[config.mk]
export PLATFORM = sky130hd
export DESIGN_NAME = wdat_top
export DESIGN_NICKNAME = d
export VERILOG_FILES = /design/src/logic/wdat_pkg.sv /design/src/logic/wdat_top.sv /design/src/logic/wdat_prescaler.sv
export VERILOG_INCLUDE_DIRS = /design/src /design/src/logic
export SDC_FILE = /design/constraint.sdc
export NUM_CORES = 1
export LEC_CHECK = 0
export ABC_CLOCK_PERIOD_IN_PS = 3450
export BUFFER_PORTS_ARGS = -buffer_cell sky130_fd_sc_hd__buf_2
export CAP_MARGIN = 20
export CORE_ASPECT_RATIO = 0.6
export CORE_MARGIN = 2
export CORE_UTILIZATION = 58
export DETAILED_ROUTE_END_ITERATION = 8
export PLACE_DENSITY_LB_ADDON = 0.05
export SLEW_MARGIN = 20
export SYNTH_ARGS = -nofsm -noshare
export SYNTH_HDL_FRONTEND = slang
export SYNTH_SLANG_ARGS = --single-unit
[constraint.sdc]
create_clock -name ref_clk -period 3.45 [get_ports ref_clk]
set_clock_uncertainty 0.05 [all_clocks]
set_input_delay 0.345 -clock ref_clk [delete_from_list [all_inputs] [get_ports ref_clk]]
set_output_delay 0.345 -clock ref_clk [all_outputs]
set_load 0.01 [all_outputs]
[src/logic/wdat_consts.svh]
`ifndef WDAT_CONSTS_SVH
`define WDAT_CONSTS_SVH

// ************************************************************
// register byte addresses
// ************************************************************
`define WDAT_OFS_CTL_ONE    8'h34
`define WDAT_OFS_CODE_PORT  8'h38
`define WDAT_OFS_STATUS     8'h3C

// ************************************************************
// code port values
// ************************************************************
`define WDAT_CODE_CLEAR     8'h4E
`define WDAT_CODE_DISABLE   8'hB1
`define WDAT_CODE_TRAP_ARM  8'hD2

// ************************************************************
// control one bit positions
// ************************************************************
`define WDAT_BIT_OVF_ACT    0
`define WDAT_BIT_PER_LO     1
`define WDAT_BIT_PER_HI     2
`define WDAT_BIT_SUP_ON     3
`define WDAT_BIT_TRAP_ACT   4
`define WDAT_BIT_RAM_TRAP   5

// ************************************************************
// reset values and counter top
// ************************************************************
`define WDAT_RST_PERIOD     2'h0
`define WDAT_RST_ONE        1'h1
`define WDAT_RST_ZERO       1'h0
`define WDAT_CNT_ZERO       2'h0
`define WDAT_CNT_TOP        2'h3

// ************************************************************
// timing
// ************************************************************
`define WDAT_CLK_MHZ        250
`define WDAT_PERIOD11_US    32768
`define WDAT_PERIOD00_US    2097152
`define WDAT_BASE_CYCLES    (`WDAT_PERIOD11_US / 4 * `WDAT_CLK_MHZ)
`define WDAT_RST_TIME_NS    1500
`define WDAT_RST_CYCLES     (`WDAT_RST_TIME_NS * `WDAT_CLK_MHZ / 1000)
`define WDAT_TAP_BITS       6

`endif

[src/logic/wdat_pkg.sv]
package wdat_pkg;

    typedef struct packed {
        logic        valid;
        logic [15:0] addr;
    } wdat_fetch_t;

    typedef struct packed {
        logic        read;
        logic        write;
        logic [7:0]  address;
        logic [3:0]  byteenable;
        logic [31:0] writedata;
    } wdat_avs_req_t;

    typedef enum logic [0:0] {
        WDAT_ST_RUN   = 1'b0,
        WDAT_ST_PULSE = 1'b1
    } wdat_phase_t;

    typedef struct packed {
        logic       ram_trap_sel;
        logic       trap_action_sel;
        logic       supervision_on;
        logic [1:0] overflow_period_sel;
        logic       overflow_action_sel;
    } wdat_ctl_t;

    typedef struct packed {
        wdat_phase_t phase;
        wdat_ctl_t   ctl;
        logic        active;
        logic        ram_trap_eff;
        logic [1:0]  bincnt;
        logic        overflow_irq;
        logic        fetch_trap_irq;
        logic [8:0]  pulse_cnt;
        logic        ack;
        logic [31:0] rdata;
    } wdat_state_t;

    typedef struct packed {
        logic [31:0] base_cnt;
        logic [5:0]  tap_cnt;
        logic        tick;
    } wdat_pre_t;

endpackage : wdat_pkg

[src/logic/wdat_top.sv]
`timescale 1ns/1ps
`include "wdat_consts.svh"

module wdat_top #(
    parameter int          BASE_CYCLES = `WDAT_BASE_CYCLES,
    parameter logic [15:0] SFR_LO      = 16'h0000,
    parameter logic [15:0] SFR_HI      = 16'h003F,
    parameter logic [15:0] RAM_LO      = 16'h0040,
    parameter logic [15:0] RAM_HI      = 16'h023F
) (
    input  wire logic                  ref_clk,
    input  wire logic                  rstn,
    input  wire logic [7:0]            avs_address,
    input  wire logic                  avs_read,
    input  wire logic                  avs_write,
    input  wire logic [3:0]            avs_byteenable,
    input  wire logic [31:0]           avs_writedata,
    output logic [31:0]                avs_readdata,
    output logic                       avs_waitrequest,
    input  wire wdat_pkg::wdat_fetch_t fetch,
    input  wire logic                  low_power,
    input  wire logic                  overflow_accept,
    input  wire logic                  fetch_trap_accept,
    output logic                       overflow_irq,
    output logic                       fetch_trap_irq,
    output logic                       sys_reset_req,
    output logic                       reset_pin_o,
    output logic                       reset_pin_oe_n
);
    import wdat_pkg::*;

    localparam logic [8:0] RST_LAST = 9'(`WDAT_RST_CYCLES - 1);

    // ************************************************************
    // reset image of the whole state
    // ************************************************************
    localparam wdat_state_t S_RST = '{
        phase:          WDAT_ST_RUN,
        ctl:            '{ram_trap_sel:        `WDAT_RST_ONE,
                          trap_action_sel:     `WDAT_RST_ONE,
                          supervision_on:      `WDAT_RST_ONE,
                          overflow_period_sel: `WDAT_RST_PERIOD,
                          overflow_action_sel: `WDAT_RST_ONE},
        active:         `WDAT_RST_ONE,
        ram_trap_eff:   `WDAT_RST_ONE,
        bincnt:         `WDAT_CNT_ZERO,
        overflow_irq:   `WDAT_RST_ZERO,
        fetch_trap_irq: `WDAT_RST_ZERO,
        pulse_cnt:      9'h000,
        ack:            `WDAT_RST_ZERO,
        rdata:          32'h0000_0000
    };

    wdat_state_t   s_reg;
    wdat_state_t   s_next;
    wdat_avs_req_t req;
    logic          req_any;
    logic          wr_go;
    logic          rd_go;
    logic          lane0;
    logic [7:0]    wbyte;
    logic          pre_run;
    logic          tick;
    logic          ovf;
    logic          in_sfr;
    logic          in_ram;
    logic          trap_hit;
    logic          do_reset;

    assign req = '{read:       avs_read,
                   write:      avs_write,
                   address:    avs_address,
                   byteenable: avs_byteenable,
                   writedata:  avs_writedata};

    // ************************************************************
    // bus handshake: one wait cycle, then the answer
    // ************************************************************
    assign req_any         = req.read | req.write;
    assign avs_waitrequest = req_any & ~s_reg.ack;
    assign wr_go           = req.write & s_reg.ack;
    assign rd_go           = req.read & ~s_reg.ack;
    assign lane0           = req.byteenable[0];
    assign wbyte           = req.writedata[7:0];

    // ************************************************************
    // divider, frozen in low-power modes
    // ************************************************************
    assign pre_run = ~low_power & (s_reg.phase == WDAT_ST_RUN);

    wdat_prescaler #(
        .BASE_CYCLES (BASE_CYCLES)
    ) u_pre (
        .ref_clk    (ref_clk),
        .rstn       (rstn),
        .run        (pre_run),
        .period_sel (s_reg.ctl.overflow_period_sel),
        .tick       (tick)
    );

    // ************************************************************
    // overflow and fetch trap detection
    // ************************************************************
    // a step earned before a freeze still lands, so none is lost
    assign ovf = tick & s_reg.active & (s_reg.bincnt == `WDAT_CNT_TOP);
    assign in_sfr = (fetch.addr >= SFR_LO) && (fetch.addr <= SFR_HI);
    assign in_ram = (fetch.addr >= RAM_LO) && (fetch.addr <= RAM_HI);
    assign trap_hit = fetch.valid & (s_reg.phase == WDAT_ST_RUN)
                    & (in_sfr
                    | (in_ram & s_reg.ram_trap_eff));
    assign do_reset = (ovf & s_reg.ctl.overflow_action_sel)
                    | (trap_hit & s_reg.ctl.trap_action_sel);

    // ************************************************************
    // next state
    // ************************************************************
    always_comb begin
        s_next     = s_reg;
        s_next.ack = req_any & ~s_reg.ack;

        // status read, control one reads as zero
        if (rd_go) begin
            unique case (req.address)
                `WDAT_OFS_STATUS: begin
                    s_next.rdata = {21'h0,
                                    s_reg.ctl.overflow_period_sel,
                                    s_reg.ctl.trap_action_sel,
                                    s_reg.ctl.overflow_action_sel,
                                    s_reg.phase == WDAT_ST_PULSE,
                                    s_reg.fetch_trap_irq,
                                    s_reg.overflow_irq,
                                    s_reg.bincnt,
                                    s_reg.ram_trap_eff,
                                    s_reg.active};
                end
                default: begin
                    s_next.rdata = 32'h0000_0000;
                end
            endcase
        end

        unique case (s_reg.phase)
            WDAT_ST_RUN: begin
                // binary counter: 4 ticks to overflow
                if (tick & s_reg.active) begin
                    s_next.bincnt = s_reg.bincnt + 2'h1;
                end

                // control one write
                if (wr_go && lane0 && req.address == `WDAT_OFS_CTL_ONE) begin
                    s_next.ctl.ram_trap_sel =
                        wbyte[`WDAT_BIT_RAM_TRAP];
                    s_next.ctl.trap_action_sel =
                        wbyte[`WDAT_BIT_TRAP_ACT];
                    s_next.ctl.supervision_on =
                        wbyte[`WDAT_BIT_SUP_ON];
                    s_next.ctl.overflow_period_sel =
                        wbyte[`WDAT_BIT_PER_HI:`WDAT_BIT_PER_LO];
                    s_next.ctl.overflow_action_sel =
                        s_reg.ctl.overflow_action_sel
                        & wbyte[`WDAT_BIT_OVF_ACT];
                    if (wbyte[`WDAT_BIT_SUP_ON]) begin
                        s_next.active = 1'b1;
                    end
                end

                // code port write
                if (wr_go && lane0
                    && req.address == `WDAT_OFS_CODE_PORT) begin
                    unique case (wbyte)
                        `WDAT_CODE_CLEAR: begin
                            s_next.bincnt = `WDAT_CNT_ZERO;
                        end
                        `WDAT_CODE_DISABLE: begin
                            if (!s_reg.ctl.supervision_on) begin
                                s_next.active = 1'b0;
                            end
                        end
                        `WDAT_CODE_TRAP_ARM: begin
                            s_next.ram_trap_eff =
                                s_reg.ctl.ram_trap_sel;
                        end
                        default: begin
                        end
                    endcase
                end

                if (!s_next.active) begin
                    s_next.bincnt = `WDAT_CNT_ZERO;
                end

                // non-maskable requests, raised whatever is in service
                if (ovf & ~s_reg.ctl.overflow_action_sel) begin
                    s_next.overflow_irq = 1'b1;
                end else if (overflow_accept) begin
                    s_next.overflow_irq = 1'b0;
                end
                if (trap_hit & ~s_reg.ctl.trap_action_sel) begin
                    s_next.fetch_trap_irq = 1'b1;
                end else if (fetch_trap_accept) begin
                    s_next.fetch_trap_irq = 1'b0;
                end

                if (do_reset) begin
                    s_next.phase     = WDAT_ST_PULSE;
                    s_next.pulse_cnt = 9'h000;
                    s_next.bincnt    = `WDAT_CNT_ZERO;
                end
            end
            WDAT_ST_PULSE: begin
                s_next.pulse_cnt = s_reg.pulse_cnt + 9'h001;
                if (s_reg.pulse_cnt == RST_LAST) begin
                    // internal reinit, bus answer kept in flight
                    s_next       = S_RST;
                    s_next.ack   = req_any & ~s_reg.ack;
                    s_next.rdata = s_reg.rdata;
                end
            end
        endcase
    end

    always_ff @(posedge ref_clk or negedge rstn) begin
        if (!rstn) begin
            s_reg <= S_RST;
        end else begin
            s_reg <= s_next;
        end
    end

    // ************************************************************
    // outputs
    // ************************************************************
    assign avs_readdata   = s_reg.rdata;
    assign overflow_irq   = s_reg.overflow_irq;
    assign fetch_trap_irq = s_reg.fetch_trap_irq;
    assign sys_reset_req  = (s_reg.phase == WDAT_ST_PULSE);
    assign reset_pin_o    = 1'b0;
    assign reset_pin_oe_n = ~(s_reg.phase == WDAT_ST_PULSE);

endmodule : wdat_top

[src/logic/wdat_prescaler.sv]
`timescale 1ns/1ps
`include "wdat_consts.svh"

module wdat_prescaler #(
    parameter int BASE_CYCLES = `WDAT_BASE_CYCLES
) (
    input  wire logic       ref_clk,
    input  wire logic       rstn,
    input  wire logic       run,
    input  wire logic [1:0] period_sel,
    output logic            tick
);
    import wdat_pkg::*;

    wdat_pre_t s_reg;
    wdat_pre_t s_next;
    logic      base_hit;
    logic [5:0] mask;

    // ************************************************************
    // free divider, only the freeze input stops it
    // ************************************************************
    always_comb begin
        s_next   = s_reg;
        s_next.tick = 1'b0;
        base_hit = (s_reg.base_cnt == 32'(BASE_CYCLES - 1));
        // longer periods need more base ticks: 1, 4, 16 or 64
        mask = 6'(({6'h0, 6'h3F} >> (2 * period_sel)) & 12'h03F);
        if (run) begin
            if (base_hit) begin
                s_next.base_cnt = 32'h0;
                s_next.tap_cnt  = s_reg.tap_cnt + 6'h1;
                s_next.tick     = ((s_reg.tap_cnt & mask) == mask);
            end else begin
                s_next.base_cnt = s_reg.base_cnt + 32'h1;
            end
        end
    end

    always_ff @(posedge ref_clk or negedge rstn) begin
        if (!rstn) begin
            s_reg <= '0;
        end else begin
            s_reg <= s_next;
        end
    end

    assign tick = s_reg.tick;

endmodule : wdat_prescaler

==> run_results.csv <==
group,metric,value,unit
pwr,vdd_drop_max,341.5,uV
sta,setup_viol,0,
worst_setup_path,worst_ep_required_time,3.66,ns
floorplanning,die_h,72.39,um
synthesis,synth-edff-count,0,
grt,overflow,0,
place,place_congestion,0.8921,
final_layout,largest_reg_flops,38,
synthesis,synth.distinct_cells,53,
detailed_routing,initialDrtViolationCount,231,
grt,grt_max_degree,44,
clock_tree,clockBufferDepth,2,
worst_setup_path,cp_max_fo,15,
sta,max_freq,413.8,MHz
place,io_buffers,71,
sta,relSlewSlack,0.3613,
final_layout,areaGrowthSynthToFinish,11.98,%
worst_setup_path,critPathKind,"reg -> reg",
sta,rsz0062_at_grt,"false",
pwr,internal_power,1.885,mW
floorplanning,die_x,118.0,um
detailed_routing,ant_nets,0,
grt,grt_pass1_wl,15610,um
grt,met1_usage,0.3471,
pwr,power_switching,0.6760,mW
synthesis,syn-cell-area,4521,um2
clock_tree,cts_root_buf,"clkbuf_16",
detailed_routing,drcViolationCount,0,
synthesis,ys_seq_area_frac,0.5220,
sta,report.final.slew_viol_count,0,
grt,grt_use_met2,0.3372,
floorplanning,rows,24,
floorplanning,ios,106,
final_layout,n_fill_cell,565,
pwr,clock_power_share,0.399,
sta,min_period,2.417,ns
clock_tree,cts_tree,"done",
sta,finalHoldViolations,0,
synthesis,yosysWarnings,0,
grt,globalRouteTotalUtil,0.2349,
synthesis,synth_nets,498,
sta,tns,0,ns
pwr,power_density,505.9,nW/um2
run_status,status,"finished, final reports clean",
clock_tree,h-tree-depth,3,
floorplanning,core-area,7417,um2
grt,gr-max-usage-layer,"met1",
detailed_routing,routedWlPerCell,15.61,um
pwr,power_frac_seq,0.504,
grt,antenna_found_initial,0,
clock_tree,numCtsBuffers,9,
place,dpl.hpwl,6307,um
synthesis,async_reset_ff_frac,1.000,
detailed_routing,finalWirelength,9006,um
final_layout,final_cell_mix,"88 x dfrtp_1, 70 x buf_2, 36 x nor2_1",
final_layout,final_common_cell,"dfrtp_1",
synthesis,synth_top_area_frac,0.4871,
detailed_routing,vias,3234,
synthesis,synth.area.top_cells,"dfrtp_1 49%, buf_4 5.5%, xor2_1 3.7%",
detailed_routing,vias_per_cell,5.605,
worst_setup_path,end_kind,"flop",
min_path,holdCritPathClass,"in -> reg",
pwr,p_leak,2.548,nW
pwr,combPwrFrac,0.097,
pwr,total_power,2.561,mW
clock_tree,post_cts_buffers,0,
synthesis,synth.ff_latch_count,94,
final_layout,drive_gt1_frac,0.2262,
worst_setup_path,arrival,2.63,ns
final_layout,final_nets,541,
clock_tree,clock_sinks,94,
clock_tree,clk_latency,0.34,ns
pwr,switching_share,0.2639,
synthesis,synthCells,425,
sta,worstMarginPinSlew,0.9557,ns
floorplanning,die_area,8540,um2
worst_setup_path,start_kind,"flop",
sta,post-route-period-util,0.7006,
synthesis,yosys.area.top_type,"dfrtp_1",
synthesis,syn_avg_cell_area,10.64,um2
grt,grt.met3_usage,0.07390,
synthesis,yosys_most_used_dff,"dfrtp_1",
run,cap_violations,0,
detailed_routing,dr.pass1.iters,4,
clock_tree,clk_pin_slew,0.07,ns
grt,grt_pass1_vias,3145,
final_layout,num_antenna_cells,0,
floorplanning,start_util,0.6095,
final_layout,final_core_util,0.6825,
==> cells in the mapped netlist (all sizes together), types with 7 or more instances <==
master  number
clkbuf       7
nor2        37
xnor2       15
a22o        11
buf         36
inv          9
xor2        19
nand4       15
dfrtp       88
and2        23
nand2       34
o21ai       20
and3        14
nand3       21
==> layer usage <==
layer,part of all wire,wire [um],vias to the layer above
met1,0.50,4508,1562
met5,0,0,-
met3,0.064,575,11
li1,-,-,1557
met4,0.012,109,0
met2,0.42,3812,104
==> area by class of cell <==
class                           count  area [um2]  share of cell area
Clock buffer                       10       239.0             0.04721
Inverter                            9       33.78            0.006673
Tap cell                          104       130.1             0.02570
Timing Repair Buffer               75       390.4             0.07711
Sequential cell                    94        2360              0.4661
Multi-Input combinational cell    279        1832              0.3618
Clock inverter                      6       77.57             0.01532
==> power groups by stage <==
stage          registers, mW  logic, mW  clock network [mW]
6_report                1.29      0.249                1.02
5_1_grt                 1.30      0.290                1.09
4_1_cts                 1.29      0.252                1.04
3_5_place_dp            1.31      0.249                   0
3_3_place_gp            1.30      0.240                   0
2_1_floorplan           1.26      0.188                   0
==> critical path, cell delays in order, from the launching register on <==
cell and delay (ns):
dfrtp_1 0.58, or2_1 0.41, nor4_4 0.67, nand4_4 0.22
nor2_1 0.22, xor2_1 0.19
==> per-stage QoR <==
step                cell area [um2]  hold slack (ns)  setup WS (ns)  instances
floorplan                      4521       -0.0005911          1.537        425
global placement               4736           0.3184          1.130        560
detailed placement             4736           0.3120          1.025        560
CTS                            5062           0.1959          1.010        577
global route                   5062           0.2102         0.8784        577
finish                         5062           0.2053          1.033        577
==> worst paths after layout <==
check / slack [ns] / from / cells after the start / end
max reg2reg: 1.03 / sys_reset_req / 5 / u_pre.s_reg[33]
max in group asynchronous: 2.05 / rstn / 3 / s_reg[46]
min: 0.21 / avs_writedata[4] / 3 / s_reg[52]
max: 1.03 / sys_reset_req / 5 / u_pre.s_reg[33]
min reg2reg: 0.41 / s_reg[32] / 1 / s_reg[32]
min in group asynchronous: 0.48 / rstn / 2 / avs_readdata[9]
==> cell families (layout without fill, tap and decap cells) <==
family / count (synthesis) / count (layout) / synth area share
AO/OA/AOI/OAI: 54 / 54 / 0.08525
multiplexers: 7 / 7 / 0.01633
buffers and inverters: 52 / 100 / 0.07279
adder cells (fa/ha/maj): 5 / 5 / 0.01384
XOR/XNOR: 34 / 34 / 0.06587
other: 1 / 1 / 0.0008295
flip-flops: 94 / 94 / 0.5220
AND/OR/NAND/NOR: 178 / 178 / 0.2231
==> what timing repair did <==
item / in CTS / in global routing
hold endpoints to repair: 36 / 0
hold buffers: 1 / 0
resized for setup: 0 / 0
Note: power is estimated with default switching activity, not from simulation.
